<file path="config.mk">
export PLATFORM = sky130hd
export DESIGN_NAME = cdc_ctrl
export DESIGN_NICKNAME = d
export VERILOG_FILES = /design/src/hdl/cdc_pkg.sv /design/src/hdl/cdc_ctrl.sv
export VERILOG_INCLUDE_DIRS = /design/src /design/src/hdl
export SDC_FILE = /design/constraint.sdc
export NUM_CORES = 1
export LEC_CHECK = 0
export ABC_AREA = 1
export ABC_CLOCK_PERIOD_IN_PS = 3480
export BUFFER_PORTS_ARGS = -buffer_cell sky130_fd_sc_hd__clkbuf_2
export CORE_MARGIN = 5
export CORE_UTILIZATION = 35
export DETAILED_ROUTE_END_ITERATION = 10
export MAX_ROUTING_LAYER = met4
export PLACE_DENSITY = 0.59
export SLEW_MARGIN = 20
export SYNTH_ARGS = -nofsm -noshare
export SYNTH_HDL_FRONTEND = slang
export SYNTH_SLANG_ARGS = --single-unit
export TNS_END_PERCENT = 50
</file>
<file path="constraint.sdc">
create_clock -name REF_CLK -period 3.48 [get_ports REF_CLK]
set_clock_uncertainty 0.05 [all_clocks]
set_input_delay 0.348 -clock REF_CLK [delete_from_list [all_inputs] [get_ports REF_CLK]]
set_output_delay 0.348 -clock REF_CLK [all_outputs]
set_load 0.01 [all_outputs]
</file>
<file path="src/hdl/cdc_regs.svh">
`ifndef CDC_REGS_SVH
`define CDC_REGS_SVH
// Control word A field positions and its power-up value.
`define CDC_A_LOOP_HI 7
`define CDC_A_LOOP_LO 6
`define CDC_A_RXG_HI 5
`define CDC_A_RXG_LO 3
`define CDC_A_TXG_HI 2
`define CDC_A_TXG_LO 0
`define CDC_A_RST 8'hc0
// Control word B field positions and its power-up value.
`define CDC_B_TEST_HI 7
`define CDC_B_TEST_LO 6
`define CDC_B_RST 8'h00
`define CDC_AUX_PP_LAST 2
`define CDC_AUX_REDUCED_LAST 3
// Address select levels as encoded on the two select wires.
`define CDC_CA_LOW 2'b00
`define CDC_CA_HIGH 2'b10
// Pin levels held in the synchronisers during reset. Bit clock and frame
// sync rest high, so no edge is seen when reset lets go.
`define CDC_PIN_IDLE 6'h03
// Serial word timing in bit-clock cycles.
`define CDC_LAST_BIT 3'h7
`define CDC_PU_BITS 5'h19
`define CDC_CSI_PD_BITS 4'h8
// Reference clock and loss-of-clock timing.
`define CDC_CLK_PERIOD_NS 4
`define CDC_LOC_TIME_NS 20000
`endif
</file>
<file path="src/hdl/cdc_pkg.sv">
package cdc_pkg;
  typedef enum logic [1:0] {
    CDC_LOOP_NONE = 2'h0,
    CDC_LOOP_DIG = 2'h1,
    CDC_LOOP_ANA = 2'h2,
    CDC_LOOP_PD = 2'h3
  } cdc_loop_t;
  typedef enum logic [1:0] {
    CDC_TEST_NONE = 2'h0,
    CDC_TEST_TXF = 2'h1,
    CDC_TEST_RXF = 2'h2,
    CDC_TEST_CODEC = 2'h3
  } cdc_test_t;
  typedef enum logic [1:0] {
    CDC_ST_IDLE = 2'b01,
    CDC_ST_SLOT = 2'b10
  } cdc_state_t;
  typedef struct packed {
    cdc_loop_t loop;
    cdc_test_t test;
    logic [2:0] rx_gain;
    logic [2:0] tx_gain;
  } cdc_ctrl_t;
endpackage

</file>
<file path="src/hdl/cdc_ctrl.sv">
// Function
// - Register A bits 7:6 choose loopback.
// - Digital loopback routes input register to output.
// - Digital loopback forces decoder word to zero.
// - Digital loopback discards encoder, echoes PCM input.
// - Analog loopback decodes and re-encodes normally.
// - Register B bits 0-5 drive aux outputs.
// - Aux 0-2 are push-pull outputs.
// - Aux 3-5 are open-drain outputs.
// - Reduced build keeps only aux 0-3.
// - Register B bits 7:6 select test mode.
// - Power-up holds powerdown 25 bit clocks.
// - Power-up clears register B.
// - Power-up sets register A to powerdown.
// - Stuck-high bit clock re-enters reset powerdown.
// - Register A 11 forces powerdown.
// - Powerdown floats PCM output, stops logic.
// - Powerdown keeps aux, register B updates.
// - Held-high control input at low select powers down.
// - Control words arrive MSB first.
// - One control word per frame slot.
// - High select loads B, inhibits PCM.
// - Low select A load clears register B.
`timescale 1ns/1ps
`include "cdc_regs.svh"

// ****************************************
// Receive word buffer.
// ****************************************
module cdc_fifo #(
  parameter int W = 8,
  parameter int D = 32
) (
  // Clock and reset.
  input wire logic clk,
  input wire logic rst_n,
  // Fill side.
  input wire logic in_valid,
  output logic in_ready,
  input wire logic [W-1:0] in_data,
  // Drain side.
  output logic out_valid,
  input wire logic out_ready,
  output logic [W-1:0] out_data
);
  localparam int AW = $clog2(D);
  logic [W-1:0] mem [D];
  logic [AW:0] wr_ptr_ff;
  logic [AW:0] rd_ptr_ff;

  // Full when the pointers differ only in the wrap bit.
  assign in_ready = (wr_ptr_ff ^ rd_ptr_ff) != {1'b1, {AW{1'b0}}};
  assign out_valid = wr_ptr_ff != rd_ptr_ff;
  assign out_data = mem[rd_ptr_ff[AW-1:0]];

  // Storage has no reset; only the pointers define content.
  always_ff @(posedge clk) begin
    if (in_valid && in_ready) begin
      mem[wr_ptr_ff[AW-1:0]] <= in_data;
    end
  end

  // Pointer advance on each accepted transfer.
  always_ff @(posedge clk or negedge rst_n) begin
    if (!rst_n) begin
      wr_ptr_ff <= '0;
      rd_ptr_ff <= '0;
    end else begin
      if (in_valid && in_ready) begin
        wr_ptr_ff <= wr_ptr_ff + 1'b1;
      end
      if (out_valid && out_ready) begin
        rd_ptr_ff <= rd_ptr_ff + 1'b1;
      end
    end
  end
endmodule

// ****************************************
// Control, loopback and powerdown logic.
// ****************************************
module cdc_ctrl #(
  parameter int LOC_CYCLES = `CDC_LOC_TIME_NS / `CDC_CLK_PERIOD_NS,
  parameter bit REDUCED_PINS = 1'b0
) (
  // Clock and reset.
  input wire logic REF_CLK,
  input wire logic RSTN,
  // Serial bus pins.
  input wire logic BIT_CLOCK_IN,
  input wire logic FRAME_SYNC_N,
  input wire logic CONTROL_SERIAL_IN,
  input wire logic PCM_SERIAL_IN,
  input wire logic [1:0] CONTROL_ADDRESS_SELECT,
  output logic PCM_SERIAL_OUT_O,
  output logic PCM_SERIAL_OUT_OE,
  // Auxiliary drive pins.
  output logic [5:0] AUX_DRIVE_OUTPUTS_O,
  output logic [5:0] AUX_DRIVE_OUTPUTS_OE,
  // Codec core side.
  input wire logic [7:0] ENC_WORD,
  output logic [7:0] DEC_WORD,
  output logic DEC_VALID,
  input wire logic DEC_READY,
  output cdc_pkg::cdc_ctrl_t CTRL,
  output logic POWERDOWN,
  output logic RX_OVERRUN
);
  logic [5:0] pin_raw;
  logic [5:0] s1_ff;
  logic [5:0] s2_ff;
  logic [5:0] s3_ff;
  logic [5:0] pin_ff;
  logic [5:0] nxt_pin;
  logic bclk_d_ff;
  logic bclk_rise;
  logic fs_n;
  logic csi;
  logic psi;
  logic [1:0] ca;
  cdc_pkg::cdc_state_t state_ff;
  logic [2:0] bit_cnt_ff;
  logic [6:0] csi_sr_ff;
  logic [6:0] psi_sr_ff;
  logic [7:0] rega_ff;
  logic [7:0] regb_ff;
  logic [7:0] in_reg_ff;
  logic [7:0] out_sr_ff;
  logic pcm_oe_ff;
  logic rst_pd_ff;
  logic [4:0] pu_cnt_ff;
  logic [15:0] loc_cnt_ff;
  logic [3:0] csi_hi_cnt_ff;
  logic pend_ff;
  logic ovr_ff;
  logic word_done;
  logic slot_start;
  logic reg_pd;
  logic csi_pd;
  logic pd_any;
  logic dig_loop;
  logic ca_high;
  logic [7:0] tx_word;
  logic fifo_ready;
  logic [7:0] fifo_data;

  // ****************************************
  // Pin synchronisers.
  // ****************************************
  assign pin_raw = {CONTROL_ADDRESS_SELECT, PCM_SERIAL_IN,
                    CONTROL_SERIAL_IN, FRAME_SYNC_N, BIT_CLOCK_IN};

  // A level is taken only when stages two and three agree.
  genvar gi;
  generate
    for (gi = 0; gi < 6; gi++) begin : g_sync
      assign nxt_pin[gi] = (s2_ff[gi] == s3_ff[gi]) ? s3_ff[gi] :
                           pin_ff[gi];
    end
  endgenerate

  // Three stages in one process. Reset loads the resting levels, so a bit
  // clock that sits high at release is not mistaken for a rising edge.
  always_ff @(posedge REF_CLK or negedge RSTN) begin
    if (!RSTN) begin
      s1_ff <= `CDC_PIN_IDLE;
      s2_ff <= `CDC_PIN_IDLE;
      s3_ff <= `CDC_PIN_IDLE;
      pin_ff <= `CDC_PIN_IDLE;
    end else begin
      s1_ff <= pin_raw;
      s2_ff <= s1_ff;
      s3_ff <= s2_ff;
      pin_ff <= nxt_pin;
    end
  end

  assign fs_n = pin_ff[1];
  assign csi = pin_ff[2];
  assign psi = pin_ff[3];
  assign ca = pin_ff[5:4];
  assign ca_high = ca == `CDC_CA_HIGH;
  assign bclk_rise = pin_ff[0] && !bclk_d_ff;
  assign word_done = bclk_rise && !fs_n && bit_cnt_ff == `CDC_LAST_BIT;
  assign slot_start = bclk_rise && !fs_n && bit_cnt_ff == 3'h0;
  assign dig_loop = rega_ff[`CDC_A_LOOP_HI:`CDC_A_LOOP_LO] ==
                    cdc_pkg::CDC_LOOP_DIG;
  assign reg_pd = rega_ff[`CDC_A_LOOP_HI:`CDC_A_LOOP_LO] ==
                  cdc_pkg::CDC_LOOP_PD;
  assign csi_pd = csi_hi_cnt_ff == `CDC_CSI_PD_BITS;
  assign pd_any = rst_pd_ff || reg_pd || csi_pd;

  // ****************************************
  // Reset powerdown and loss of clock.
  // ****************************************
  // The stuck-clock timer runs on the reference clock, since the bit
  // clock cannot time its own absence.
  always_ff @(posedge REF_CLK or negedge RSTN) begin
    if (!RSTN) begin
      bclk_d_ff <= 1'b1; // Matches the synchroniser's resting level.
      loc_cnt_ff <= '0;
      rst_pd_ff <= 1'b1;
      pu_cnt_ff <= '0;
    end else begin
      bclk_d_ff <= pin_ff[0];
      if (!pin_ff[0]) begin
        loc_cnt_ff <= '0;
      end else if (loc_cnt_ff != 16'(LOC_CYCLES)) begin
        loc_cnt_ff <= loc_cnt_ff + 1'b1;
      end
      if (loc_cnt_ff == 16'(LOC_CYCLES - 1)) begin
        rst_pd_ff <= 1'b1;
        pu_cnt_ff <= '0;
      end else if (rst_pd_ff && bclk_rise) begin
        if (pu_cnt_ff == `CDC_PU_BITS - 5'h1) begin
          rst_pd_ff <= 1'b0;
        end
        pu_cnt_ff <= pu_cnt_ff + 1'b1;
      end
    end
  end

  // Held-high control input with low select, counted in bit clocks.
  always_ff @(posedge REF_CLK or negedge RSTN) begin
    if (!RSTN) begin
      csi_hi_cnt_ff <= '0;
    end else if (!csi || ca != `CDC_CA_LOW) begin
      csi_hi_cnt_ff <= '0;
    end else if (bclk_rise && !csi_pd) begin
      csi_hi_cnt_ff <= csi_hi_cnt_ff + 1'b1;
    end
  end

  // ****************************************
  // Slot framing and serial shift in.
  // ****************************************
  always_ff @(posedge REF_CLK or negedge RSTN) begin
    if (!RSTN) begin
      state_ff <= cdc_pkg::CDC_ST_IDLE;
      bit_cnt_ff <= '0;
      csi_sr_ff <= '0;
      psi_sr_ff <= '0;
    end else if (bclk_rise && !rst_pd_ff) begin
      case (state_ff)
        cdc_pkg::CDC_ST_IDLE: begin
          bit_cnt_ff <= '0;
          if (!fs_n) begin
            state_ff <= cdc_pkg::CDC_ST_SLOT;
            bit_cnt_ff <= 3'h1;
            csi_sr_ff <= {6'h00, csi};
            psi_sr_ff <= {6'h00, psi};
          end
        end
        cdc_pkg::CDC_ST_SLOT: begin
          if (fs_n) begin
            state_ff <= cdc_pkg::CDC_ST_IDLE;
            bit_cnt_ff <= '0;
          end else begin
            bit_cnt_ff <= bit_cnt_ff + 1'b1;
            csi_sr_ff <= {csi_sr_ff[5:0], csi};
            psi_sr_ff <= {psi_sr_ff[5:0], psi};
          end
        end
        default: begin
          state_ff <= cdc_pkg::CDC_ST_IDLE;
        end
      endcase
    end
  end

  // ****************************************
  // Control registers.
  // ****************************************
  // Loads are refused outright during reset powerdown.
  always_ff @(posedge REF_CLK or negedge RSTN) begin
    if (!RSTN) begin
      rega_ff <= `CDC_A_RST;
      regb_ff <= `CDC_B_RST;
    end else if (rst_pd_ff) begin
      rega_ff <= `CDC_A_RST;
      regb_ff <= `CDC_B_RST;
    end else if (word_done && ca_high) begin
      regb_ff <= {csi_sr_ff, csi};
    end else if (word_done) begin
      rega_ff <= {csi_sr_ff, csi};
      if (ca == `CDC_CA_LOW) begin
        regb_ff <= `CDC_B_RST;
      end
    end
  end

  // ****************************************
  // PCM receive, loopback and transmit.
  // ****************************************
  // The input register latches outside high select and powerdown so digital loopback can echo it;
  // the buffer push stalls while full and a newer word overwrites it.
  always_ff @(posedge REF_CLK or negedge RSTN) begin
    if (!RSTN) begin
      in_reg_ff <= '0;
      pend_ff <= 1'b0;
      ovr_ff <= 1'b0;
    end else begin
      if (word_done && !ca_high && !pd_any) begin
        in_reg_ff <= {psi_sr_ff, psi};
        pend_ff <= 1'b1;
        ovr_ff <= pend_ff && !fifo_ready;
      end else if (pend_ff && fifo_ready) begin
        pend_ff <= 1'b0;
      end
    end
  end

  assign tx_word = dig_loop ? in_reg_ff : ENC_WORD;

  // Output shifter drives one bit per bit clock within the slot.
  always_ff @(posedge REF_CLK or negedge RSTN) begin
    if (!RSTN) begin
      out_sr_ff <= '0;
      pcm_oe_ff <= 1'b0;
    end else if (bclk_rise) begin
      if (slot_start) begin
        out_sr_ff <= tx_word;
      end else begin
        out_sr_ff <= {out_sr_ff[6:0], 1'b0};
      end
      pcm_oe_ff <= !fs_n && !ca_high && !rst_pd_ff;
    end
  end

  assign PCM_SERIAL_OUT_O = out_sr_ff[7];
  assign PCM_SERIAL_OUT_OE = pcm_oe_ff && !pd_any;

  cdc_fifo #(
    .W(8),
    .D(32)
  ) u_fifo (
    .clk(REF_CLK),
    .rst_n(RSTN),
    .in_valid(pend_ff && !pd_any),
    .in_ready(fifo_ready),
    .in_data(in_reg_ff),
    .out_valid(DEC_VALID),
    .out_ready(DEC_READY),
    .out_data(fifo_data)
  );

  assign DEC_WORD = dig_loop ? 8'h00 : fifo_data;
  assign RX_OVERRUN = ovr_ff;
  assign POWERDOWN = pd_any;
  assign CTRL.loop =
    cdc_pkg::cdc_loop_t'(rega_ff[`CDC_A_LOOP_HI:`CDC_A_LOOP_LO]);
  assign CTRL.test =
    cdc_pkg::cdc_test_t'(regb_ff[`CDC_B_TEST_HI:`CDC_B_TEST_LO]);
  assign CTRL.rx_gain = rega_ff[`CDC_A_RXG_HI:`CDC_A_RXG_LO];
  assign CTRL.tx_gain = rega_ff[`CDC_A_TXG_HI:`CDC_A_TXG_LO];

  // ****************************************
  // Auxiliary drive outputs.
  // ****************************************
  // Low three drive both levels; upper three only pull low when active.
  generate
    for (gi = 0; gi < 6; gi++) begin : g_aux
      if (gi <= `CDC_AUX_PP_LAST) begin : g_pp
        assign AUX_DRIVE_OUTPUTS_O[gi] = regb_ff[gi];
        assign AUX_DRIVE_OUTPUTS_OE[gi] = 1'b1;
      end else begin : g_od
        assign AUX_DRIVE_OUTPUTS_O[gi] = 1'b0;
        assign AUX_DRIVE_OUTPUTS_OE[gi] = regb_ff[gi] &&
          (!REDUCED_PINS || gi <= `CDC_AUX_REDUCED_LAST);
      end
    end
  endgenerate
endmodule

</file>
==> impl_metrics.csv, run 1 <==
group,metric,value,unit
outcome,status,"complete, no violations",
place,dp_hpwl,25100,um
yosys,synth-edff-count,256,
timing,rsz0062_at_grt,"no",
detailed_routing,drt_first_iter_violations,888,
worst_setup_path,r2r_end,"u_fifo.mem[5][4]",
power,p_sw,2.10,mW
timing,tns,0,ns
yosys,synth_top_cell_by_area,"edfxtp_1",
clock_network,clk_pin_slew_worst_paths,0.06,ns
worst_setup_path,setup.worst_path.start,"u_fifo.rd_ptr_ff[0]",
clock_network,h-tree-depth,2,
worst_setup_path,ff2ff_setup_slack,0.82,ns
detailed_routing,wl_met1,17300,um
place,post-place-cells,2224,
yosys,syn_area,16300,um^2
place,gp_congestion,0.895,
timing,period_share,94.3,%
power,power,9.54,mW
timing,fmax,0.305,GHz
yosys,yosysWarnings,0,
timing,finalWorstSetupSlack,0.199,ns
floorplan,rows,79,
place,placed_cell_area,17100,um^2
yosys,ys_ff_latch,373,
yosys,synthFlopType,"edfxtp_1",
yosys,syn_inst,1619,
run,maxCapViolations,0,
grt,overflow,0,
worst_setup_path,start_kind,"flop",
worst_setup_path,critPathCaptureType,"primary output",
worst_setup_path,path_class,"reg2out",
power,p_per_area,517,nW/um^2
floorplan,die_x,226,um
grt,grt_pass1_vias,11141,
clock_network,numCtsBuffers,39,
detailed_routing,via_per_inst,4.85,
clock_network,tritoncts,"built",
floorplan,initial_core_util,35.2,%
yosys,ys_seq_area_share,65.4,%
timing,setup_viol,0,
power,p_int,7.44,mW
grt,grt_use_total,15.9,%
layout,utilization,39.9,%
floorplan,ioPinCount,52,
floorplan,fp.coreArea,46300,um^2
layout,layout.nets,1698,
detailed_routing,dr_wl_met3,2580,um
power,peakVddDrop,0.336,mV
detailed_routing,wl,39100,um
layout,fin_area,18500,um^2
power,power_frac_seq,51.4,%
detailed_routing,post_drt_wl_per_cell,17.0,um
worst_setup_path,required,3.08,ns
yosys,synthArstFlopShare,31.4,%
place,pre_cts_ws,0.751,ns
worst_setup_path,crit_path_end,"DEC_WORD[0]",
detailed_routing,antenna_left,0,
yosys,synth.avg_cell_area,10.0,um^2
floorplan,fp.dieH,226,um
timing,whs,0.0894,ns
yosys,yosysMostFrequentCell,"nand2_1",
grt,grt_max_degree,130,
detailed_routing,drc,0,
detailed_routing,top_layer,"met4",
layout,instances_no_fill,2301,
clock_network,root_buffer,"clkbuf_16",
worst_setup_path,arrival,2.88,ns
yosys,synthTopCellsByArea,"edfxtp_1 47%, dfrtp_1 16%, nand2_1 11%, nand3_1 5.8%, nor2_1 3.4%",
layout,drive_gt1_share,9.63,%
layout,fill_cells,4498,
yosys,synth_top_area_share,47.3,%
timing,tightest_slew,0.911,ns
clock_network,clk_path_buf_depth,3,
yosys,synth_cell_types,43,
timing,maxSlewViolCount,0,
timing,slew_headroom,38.8,%
layout,area_delta_synth_final,13.5,%
worst_setup_path,ff2ff_path_depth,7,
place,io_buffers,45,
detailed_routing,wl_met2,18300,um
timing,finalCriticalPeriod,3.28,ns
power,power_frac_clock,43.3,%
floorplan,die-area,50900,um^2
detailed_routing,num_vias,11156,
worst_setup_path,critPathMaxFanout,129,
yosys,synth_common_cells,"466 x nand2_1, 256 x edfxtp_1, 188 x nand3_1",
power,p_comb_share,5.4,%
clock_network,cts.sink_count,373,
timing,hold_violations,0,
grt,grt_pass1_wl,61900,um
grt,antenna_found_initial,1,
detailed_routing,drt_pass1_iterations,5,
worst_hold_path,min_path_type,"in2reg",
worst_setup_path,regToRegStartpoint,"u_fifo.rd_ptr_ff[0]",
power,netSwitchingFraction,22.0,%
power,p_leak,7.87,nW
clock_network,clk_latency,0.53,ns
registers in the layout, summed over array words and instances, names as in the netlist:
signal	count
u_fifo.mem	256
loc_cnt_ff	16
in_reg_ff	8
out_sr_ff	8
rega_ff	8
regb_ff	8
csi_sr_ff	7
psi_sr_ff	7
pin_ff	6
s1_ff	6
s2_ff	6
s3_ff	6
u_fifo.rd_ptr_ff	6
u_fifo.wr_ptr_ff	6
pu_cnt_ff	5
csi_hi_cnt_ff	4
bit_cnt_ff	3
state_ff	2
RX_OVERRUN	1
bclk_d_ff	1
pcm_oe_ff	1
pend_ff	1
rst_pd_ff	1
critical path: stages, from the launching register on:
cell,delay (ns)
dfrtp_4,0.60
clkinv_2,0.11
buf_12,0.39
nand2_1,0.10
nand2_1,0.09
nand2_1,0.06
nand3_1,0.10
nand3_1,0.16
nand2_1,0.12
nand2_1,0.07
nor2_1,0.20
clkbuf_2,0.17
metal layers:
| layer | GRT usage [%] | vias up |
|---|---|---|
| li1 | - | 5422 |
| met1 | 20.9 | 5366 |
| met2 | 25.0 | 308 |
| met3 | 3.51 | 60 |
| met4 | 4.28 | 0 |
| met5 | - | - |
power groups by stage:
stage	sequential (mW)	clock, mW	combinational (mW)
detailed placement	4.99	0	0.509
global placement	4.99	0	0.496
CTS	4.90	4.22	0.517
global route	4.92	4.42	0.592
floorplan	4.96	0	0.371
finish	4.90	4.13	0.511
area by class of cell:
| cell class | instances | area [um^2] | area share, % |
|---|---|---|---|
| antenna | 1 | 2.50 | 0.0136 |
| clock buffer | 59 | 1170 | 6.32 |
| clock inverter | 10 | 98.8 | 0.536 |
| inverter | 156 | 587 | 3.18 |
| multi-input combinational | 1019 | 4690 | 25.4 |
| sequential | 373 | 10600 | 57.6 |
| tap | 607 | 759 | 4.12 |
| timing repair buffer | 76 | 510 | 2.77 |
cell usage in the layout (no fill, tap or decap), types with 3 or more instances in the layout:
| cell | Yosys | routed |
|---|---|---|
| o21ai_2 | 6 | 6 |
| inv_1 | 145 | 144 |
| xnor2_1 | 6 | 6 |
| clkbuf_16 | 0 | 43 |
| dlygate4sd3_1 | 0 | 7 |
| edfxtp_1 | 256 | 256 |
| o21ai_0 | 93 | 93 |
| inv_2 | 6 | 5 |
| clkbuf_2 | 0 | 44 |
| dfstp_2 | 13 | 13 |
| conb_1 | 2 | 6 |
| clkbuf_1 | 26 | 13 |
| nor3_1 | 13 | 13 |
| nor2_1 | 147 | 147 |
| dfrtp_1 | 104 | 102 |
| a21oi_1 | 26 | 26 |
| nand4_1 | 4 | 4 |
| buf_4 | 10 | 21 |
| clkinv_1 | 5 | 7 |
| ha_1 | 16 | 16 |
| nand2_1 | 466 | 466 |
| o211ai_1 | 10 | 10 |
| clkinv_2 | 0 | 8 |
| nand3_1 | 188 | 188 |
| xor2_1 | 11 | 11 |
| clkbuf_8 | 0 | 3 |
| maj3_1 | 6 | 6 |
worst min-delay path by stage:
stage,endpoint,start,depth (start not counted),slack (ns)
after CTS,u_fifo.rd_ptr_ff[5],DEC_READY,3,0.06
after global routing,u_fifo.rd_ptr_ff[5],DEC_READY,3,0.08
final,u_fifo.rd_ptr_ff[5],DEC_READY,3,0.09
after detailed placement,s2_ff[4],s1_ff[4],0,0.28
after floorplan,RX_OVERRUN,RSTN,0,0.002
after global placement,s2_ff[4],s1_ff[4],0,0.28
repair_timing:
| action | in CTS | in global routing |
|---|---|---|
| setup endpoints to repair | 0 | 1 |
| hold endpoints to repair | 71 | 0 |
| buffers inserted | 0 | 0 |
| hold buffers | 7 | 0 |
| gates resized for setup | 0 | 2 |
cell families after synthesis:
family / Yosys count / share of synthesized area, %
AND/OR/NAND/NOR: 831 / 21.4
adder cells (fa/ha/maj): 22 / 1.60
buffers and inverters: 231 / 5.87
other: 2 / 0.0462
AO/OA/AOI/OAI: 143 / 4.85
flip-flops: 373 / 65.4
XOR/XNOR: 17 / 0.915
(Power assumes the default switching activity.)
==> run 2: changes to the inputs <==
--- a/config.mk
+++ b/config.mk
@@ -12,7 +12,6 @@
 export CORE_MARGIN = 5
 export CORE_UTILIZATION = 35
 export DETAILED_ROUTE_END_ITERATION = 10
-export MAX_ROUTING_LAYER = met4
 export PLACE_DENSITY = 0.59
 export SLEW_MARGIN = 20
 export SYNTH_ARGS = -nofsm -noshare
==> impl_metrics.csv, run 2 (synthesis results as in run 1) <==
group,metric,value,unit
layout,area_delta_synth_final,13.4,%
worst_setup_path,crit_family,"simple AND/OR/NAND/NOR gates",
timing,slew_headroom,38.5,%
timing,fmax,0.298,GHz
floorplan,initial_core_util,35.2,%
timing,setup_viol,0,
clock_network,root_buffer,"clkbuf_16",
timing,tns,0,ns
power,power_frac_clock,43.3,%
clock_network,numCtsBuffers,39,
detailed_routing,wl,39000,um
power,p_sw,2.10,mW
worst_hold_path,min_path_type,"in2reg",
worst_setup_path,crit_path_frequent_cell,"nand2_1",
place,dp_hpwl,25100,um
layout,fill_cells,4495,
worst_setup_path,worst_path_max_delay_cell,"dfrtp_4",
floorplan,die_x,226,um
detailed_routing,post_drt_wl_per_cell,16.9,um
layout,final_cell_mix,"466 x nand2_1, 256 x edfxtp_1, 188 x nand3_1, 147 x nor2_1, 144 x inv_1",
grt,antenna_found_initial,1,
outcome,status,"complete, no violations",
timing,maxSlewViolCount,0,
floorplan,fp.dieH,226,um
detailed_routing,drt_pass1_iterations,5,
grt,grt_use_total,15.4,%
power,power_frac_seq,51.4,%
layout,diodes,0,
worst_setup_path,critPathCaptureType,"primary output",
worst_setup_path,required,3.08,ns
place,gp_congestion,0.879,
timing,rsz0062_at_grt,"no",
worst_setup_path,slowest_delay,0.60,ns
timing,finalCriticalPeriod,3.35,ns
detailed_routing,num_vias,11167,
worst_setup_path,arrival,2.95,ns
power,p_leak,7.87,nW
floorplan,rows,79,
detailed_routing,via_per_inst,4.86,
power,peakVddDrop,0.337,mV
detailed_routing,antenna_left,0,
layout,final_common_cell,"nand2_1",
grt,grt_max_degree,130,
detailed_routing,drt_first_iter_violations,828,
timing,period_share,96.3,%
floorplan,fp.coreArea,46300,um^2
floorplan,ioPinCount,52,
floorplan,die-area,50900,um^2
worst_setup_path,cp.buffers_inverters,3,
worst_setup_path,start_kind,"flop",
clock_network,tritoncts,"built",
power,p_int,7.44,mW
layout,fin_area,18500,um^2
grt,grt_pass1_wl,61900,um
layout,largest_reg_flops,256,
power,p_per_area,517,nW/um^2
clock_network,h-tree-depth,2,
worst_setup_path,path_cells,"clkinv_2 -> buf_12 -> nand2_1 -> nand2_1 -> nand2_1 -> nand3_1 -> nand3_1 -> nand2_1 -> nand2_1 -> nor2_1 -> clkbuf_2",
timing,hold_violations,0,
clock_network,clk_latency,0.53,ns
layout,drive_gt1_share,9.63,%
worst_setup_path,critPathMaxFanout,129,
grt,overflow,0,
worst_setup_path,path_class,"reg2out",
run,maxCapViolations,0,
clock_network,post_cts_buffers,0,
place,placed_cell_area,17100,um^2
power,netSwitchingFraction,22.0,%
clock_network,cts.sink_count,373,
timing,tightest_slew,0.919,ns
detailed_routing,drc,0,
layout,layout.nets,1698,
place,io_buffers,45,
clock_network,clk_pin_slew_worst_paths,0.06,ns
clock_network,clk_path_buf_depth,3,
power,p_comb_share,5.3,%
grt,grt_pass1_vias,11143,
[run 2: worst register-to-register path, cell delays in order, from the launching register on]
cell,delay (ns)
dfrtp_4,0.60
buf_4,0.26
nand2_1,0.08
a21oi_1,0.13
nand3_4,0.15
nand2_4,0.15
buf_4,0.25
nor2_1,0.61
[run 2: power groups by stage]
| stage | Sequential, mW | Combinational, mW | Clock, mW |
|---|---|---|---|
| finish | 4.90 | 0.510 | 4.13 |
| detailed placement | 4.99 | 0.509 | 0 |
| CTS | 4.90 | 0.517 | 4.22 |
| floorplan | 4.96 | 0.371 | 0 |
| global route | 4.92 | 0.592 | 4.42 |
| global placement | 4.99 | 0.496 | 0 |
[run 2: stage by stage]
stage	cells	hold WS, ns	setup slack, ns	utilization, %	total power, mW
2_1_floorplan	1623	0.00241	1.10	-	5.33
3_3_place_gp	2224	0.283	0.727	37.0	5.48
3_5_place_dp	2224	0.285	0.751	37.0	5.50
4_1_cts	2300	0.0601	0.179	39.9	9.64
5_1_grt	2300	0.0820	0.0153	39.9	9.93
6_report	2300	0.0902	0.130	39.9	9.54
[run 2: layout make-up]
cell class	instances	area, um^2	area share (%)
sequential	373	10600	57.6
tap	607	759	4.12
multi-input combinational	1019	4690	25.4
clock inverter	10	98.8	0.536
clock buffer	59	1170	6.32
timing repair buffer	76	510	2.77
inverter	156	587	3.18
[run 2: per-layer routing]
layer,GRT usage [%],vias up,part of all wire (%),wire (um)
met5,0,-,0.033,13
met4,4.28,2,2.4,939
met3,3.80,69,6.9,2700
met2,25.1,301,47,18200
met1,20.7,5373,44,17100
li1,-,5422,-,-
[run 2: repair_timing]
action / 4_1_cts / 5_1_grt
hold endpoints to repair: 71 / 0
resized for setup: 0 / 2
hold buffers: 7 / 0
setup endpoints to repair: 0 / 1
[run 2: worst paths after layout]
path	cells past startpoint	start	to	slack, ns
max in group asynchronous	3	RSTN	bclk_d_ff	2.12
worst min-delay path	3	DEC_READY	u_fifo.rd_ptr_ff[5]	0.09
worst min register to register	0	s1_ff[4]	s2_ff[4]	0.30
worst max register to register	7	u_fifo.rd_ptr_ff[0]	u_fifo.mem[8][4]	0.82
worst max-delay path	11	u_fifo.rd_ptr_ff[0]	DEC_WORD[0]	0.13
min in group asynchronous	2	RSTN	s1_ff[5]	0.42
==> run 3: changes to the inputs <==
--- a/config.mk
+++ b/config.mk
@@ -6,7 +6,6 @@
 export SDC_FILE = /design/constraint.sdc
 export NUM_CORES = 1
 export LEC_CHECK = 0
-export ABC_AREA = 1
 export ABC_CLOCK_PERIOD_IN_PS = 3480
 export BUFFER_PORTS_ARGS = -buffer_cell sky130_fd_sc_hd__clkbuf_2
 export CORE_MARGIN = 5
==> impl_metrics.csv, run 3 <==
group,metric,value,unit
outcome,status,"complete, no violations",
timing,period_share,95.8,%
timing,fmax,0.300,GHz
layout,fill_cells,3977,
worst_setup_path,critPathMaxFanout,51,
timing,slew_headroom,44.8,%
worst_setup_path,path_class,"reg2out",
worst_setup_path,start_kind,"flop",
yosys,synth_common_cells,"256 x edfxtp_1, 104 x dfrtp_1, 79 x nor2_1",
detailed_routing,post_drt_wl_per_cell,18.8,um
grt,grt_max_degree,93,
power,p_per_area,524,nW/um^2
clock_network,clk_latency,0.54,ns
power,netSwitchingFraction,20.8,%
yosys,synth-edff-count,256,
floorplan,rows,76,
layout,drive_gt1_share,22.1,%
power,power_frac_clock,44.2,%
floorplan,fp.dieH,218,um
detailed_routing,drc,0,
clock_network,h-tree-depth,2,
layout,utilization,41.0,%
timing,tns,0,ns
yosys,syn_inst,961,
detailed_routing,drt_pass1_iterations,5,
timing,tightest_slew,0.824,ns
grt,grt_use_total,13.4,%
place,dp_hpwl,20200,um
power,p_sw,1.92,mW
detailed_routing,via_per_inst,4.88,
yosys,synth_top_area_share,50.7,%
place,placed_cell_area,16300,um^2
place,gp_congestion,0.772,
yosys,yosysMostFrequentCell,"edfxtp_1",
detailed_routing,num_vias,8188,
yosys,synth_cell_types,56,
yosys,ys_ff_latch,373,
layout,final_common_cell,"edfxtp_1",
grt,antenna_found_initial,0,
yosys,synth_top_cell_by_area,"edfxtp_1",
clock_network,root_buffer,"clkbuf_16",
power,peakVddDrop,0.313,mV
timing,maxSlewViolCount,0,
worst_setup_path,required,3.08,ns
grt,grt_pass1_vias,8584,
clock_network,numCtsBuffers,41,
timing,setup_viol,0,
worst_setup_path,arrival,2.94,ns
layout,fin_area,17600,um^2
layout,largest_reg_flops,256,
timing,rsz0062_at_grt,"no",
worst_setup_path,critPathCaptureType,"primary output",
layout,diodes,0,
timing,finalWorstSetupSlack,0.146,ns
yosys,synth.avg_cell_area,15.8,um^2
floorplan,die-area,47600,um^2
floorplan,initial_core_util,35.3,%
timing,hold_violations,0,
floorplan,fp.coreArea,43000,um^2
yosys,syn_area,15200,um^2
worst_hold_path,min_path_type,"in2reg",
power,p_leak,6.79,nW
detailed_routing,dr_wl_met3,1350,um
floorplan,ioPinCount,52,
yosys,synthFlopType,"edfxtp_1",
layout,layout.nets,1095,
clock_network,clk_path_buf_depth,3,
detailed_routing,wl,31600,um
yosys,ys_seq_area_share,70.2,%
clock_network,clk_pin_slew_worst_paths,0.06,ns
layout,area_delta_synth_final,16.4,%
timing,finalCriticalPeriod,3.33,ns
run,maxCapViolations,0,
yosys,yosysWarnings,0,
detailed_routing,wl_met2,14700,um
power,p_comb_share,2.9,%
place,io_buffers,45,
detailed_routing,drt_first_iter_violations,657,
power,p_int,7.32,mW
clock_network,tritoncts,"built",
grt,overflow,0,
detailed_routing,antenna_left,0,
detailed_routing,top_layer,"met4",
yosys,synthArstFlopShare,31.4,%
floorplan,die_x,218,um
detailed_routing,wl_met1,15000,um
yosys,synthTopCellsByArea,"edfxtp_1 51%, dfrtp_1 17%, mux4_2 6.2%, mux2i_1 3.2%, dfstp_2 2.3%",
clock_network,cts.sink_count,373,
timing,whs,0.109,ns
power,power_frac_seq,52.9,%
layout,final_cell_mix,"256 x edfxtp_1, 98 x dfrtp_1, 79 x nor2_1, 53 x buf_4, 48 x mux2i_1",
grt,grt_pass1_wl,50200,um
place,pre_cts_ws,0.650,ns
==> run 3: per-stage QoR <==
stage / cells / total power [mW]
after floorplan: 965 / 5.13
after global placement: 1597 / 5.23
after detailed placement: 1597 / 5.25
after CTS: 1678 / 9.35
after global routing: 1678 / 9.60
final: 1678 / 9.24
==> run 3: worst paths after layout <==
check                                          from  slack, ns  cells after the start                   to
max in group asynchronous                      RSTN       2.36                      3            bclk_d_ff
worst max register to register     csi_hi_cnt_ff[0]       0.77                      7    u_fifo.mem[11][4]
min in group asynchronous                      RSTN       0.21                      2  u_fifo.wr_ptr_ff[4]
worst max-delay path            u_fifo.rd_ptr_ff[0]       0.15                      5          DEC_WORD[1]
worst min-delay path                    ENC_WORD[0]       0.11                      3         out_sr_ff[0]
worst min register to register             s1_ff[4]       0.30                      0             s2_ff[4]
==> run 3: cell families after synthesis <==
| kind of cell | synth area share (%) |
|---|---|
| flops | 70.2 |
| buf+inv | 2.53 |
| other cells | 0.0496 |
| xor+xnor | 2.02 |
| mux | 10.7 |
| simple gates | 7.56 |
| fa+ha+maj | 1.72 |
| compound gates | 5.21 |
==> run 3: critical path, stage by stage, from the launching register on <==
cell and delay, ns:
dfrtp_4 0.58, buf_12 0.36, mux4_2 0.57, a2111oi_2 0.49, nor3_1 0.14, clkbuf_2 0.19
==> run 3: power groups by stage <==
stage               sequential, mW  combinational (mW)  clock [mW]
floorplan                     4.95               0.187           0
finish                        4.89               0.270        4.09
global route                  4.90               0.316        4.39
CTS                           4.89               0.276        4.18
global placement              4.97               0.260           0
detailed placement            4.98               0.269           0
==> run 3: layout make-up <==
| type | instances | area, um^2 | share of cell area [%] |
|---|---|---|---|
| Timing Repair Buffer | 107 | 748 | 4.24 |
| Tap cell | 585 | 732 | 4.15 |
| Inverter | 24 | 90.1 | 0.511 |
| Clock inverter | 15 | 106 | 0.603 |
| Clock buffer | 59 | 1170 | 6.61 |
| Multi-Input combinational cell | 515 | 4160 | 23.6 |
| Sequential cell | 373 | 10600 | 60.3 |
==> run 3: repair_timing <==
item	4_1_cts	5_1_grt
hold buffers	7	0
endpoints found under the setup margin	0	0
resized for setup	0	0
buffers inserted	0	0
endpoints found under the hold margin	31	0
==> run 3: layer usage <==
metal / vias to the layer above / global-route usage [%]
li1: 3832 / -
met1: 4151 / 19.5
met2: 160 / 21.2
met3: 45 / 2.35
met4: 0 / 3.22
met5: - / 0
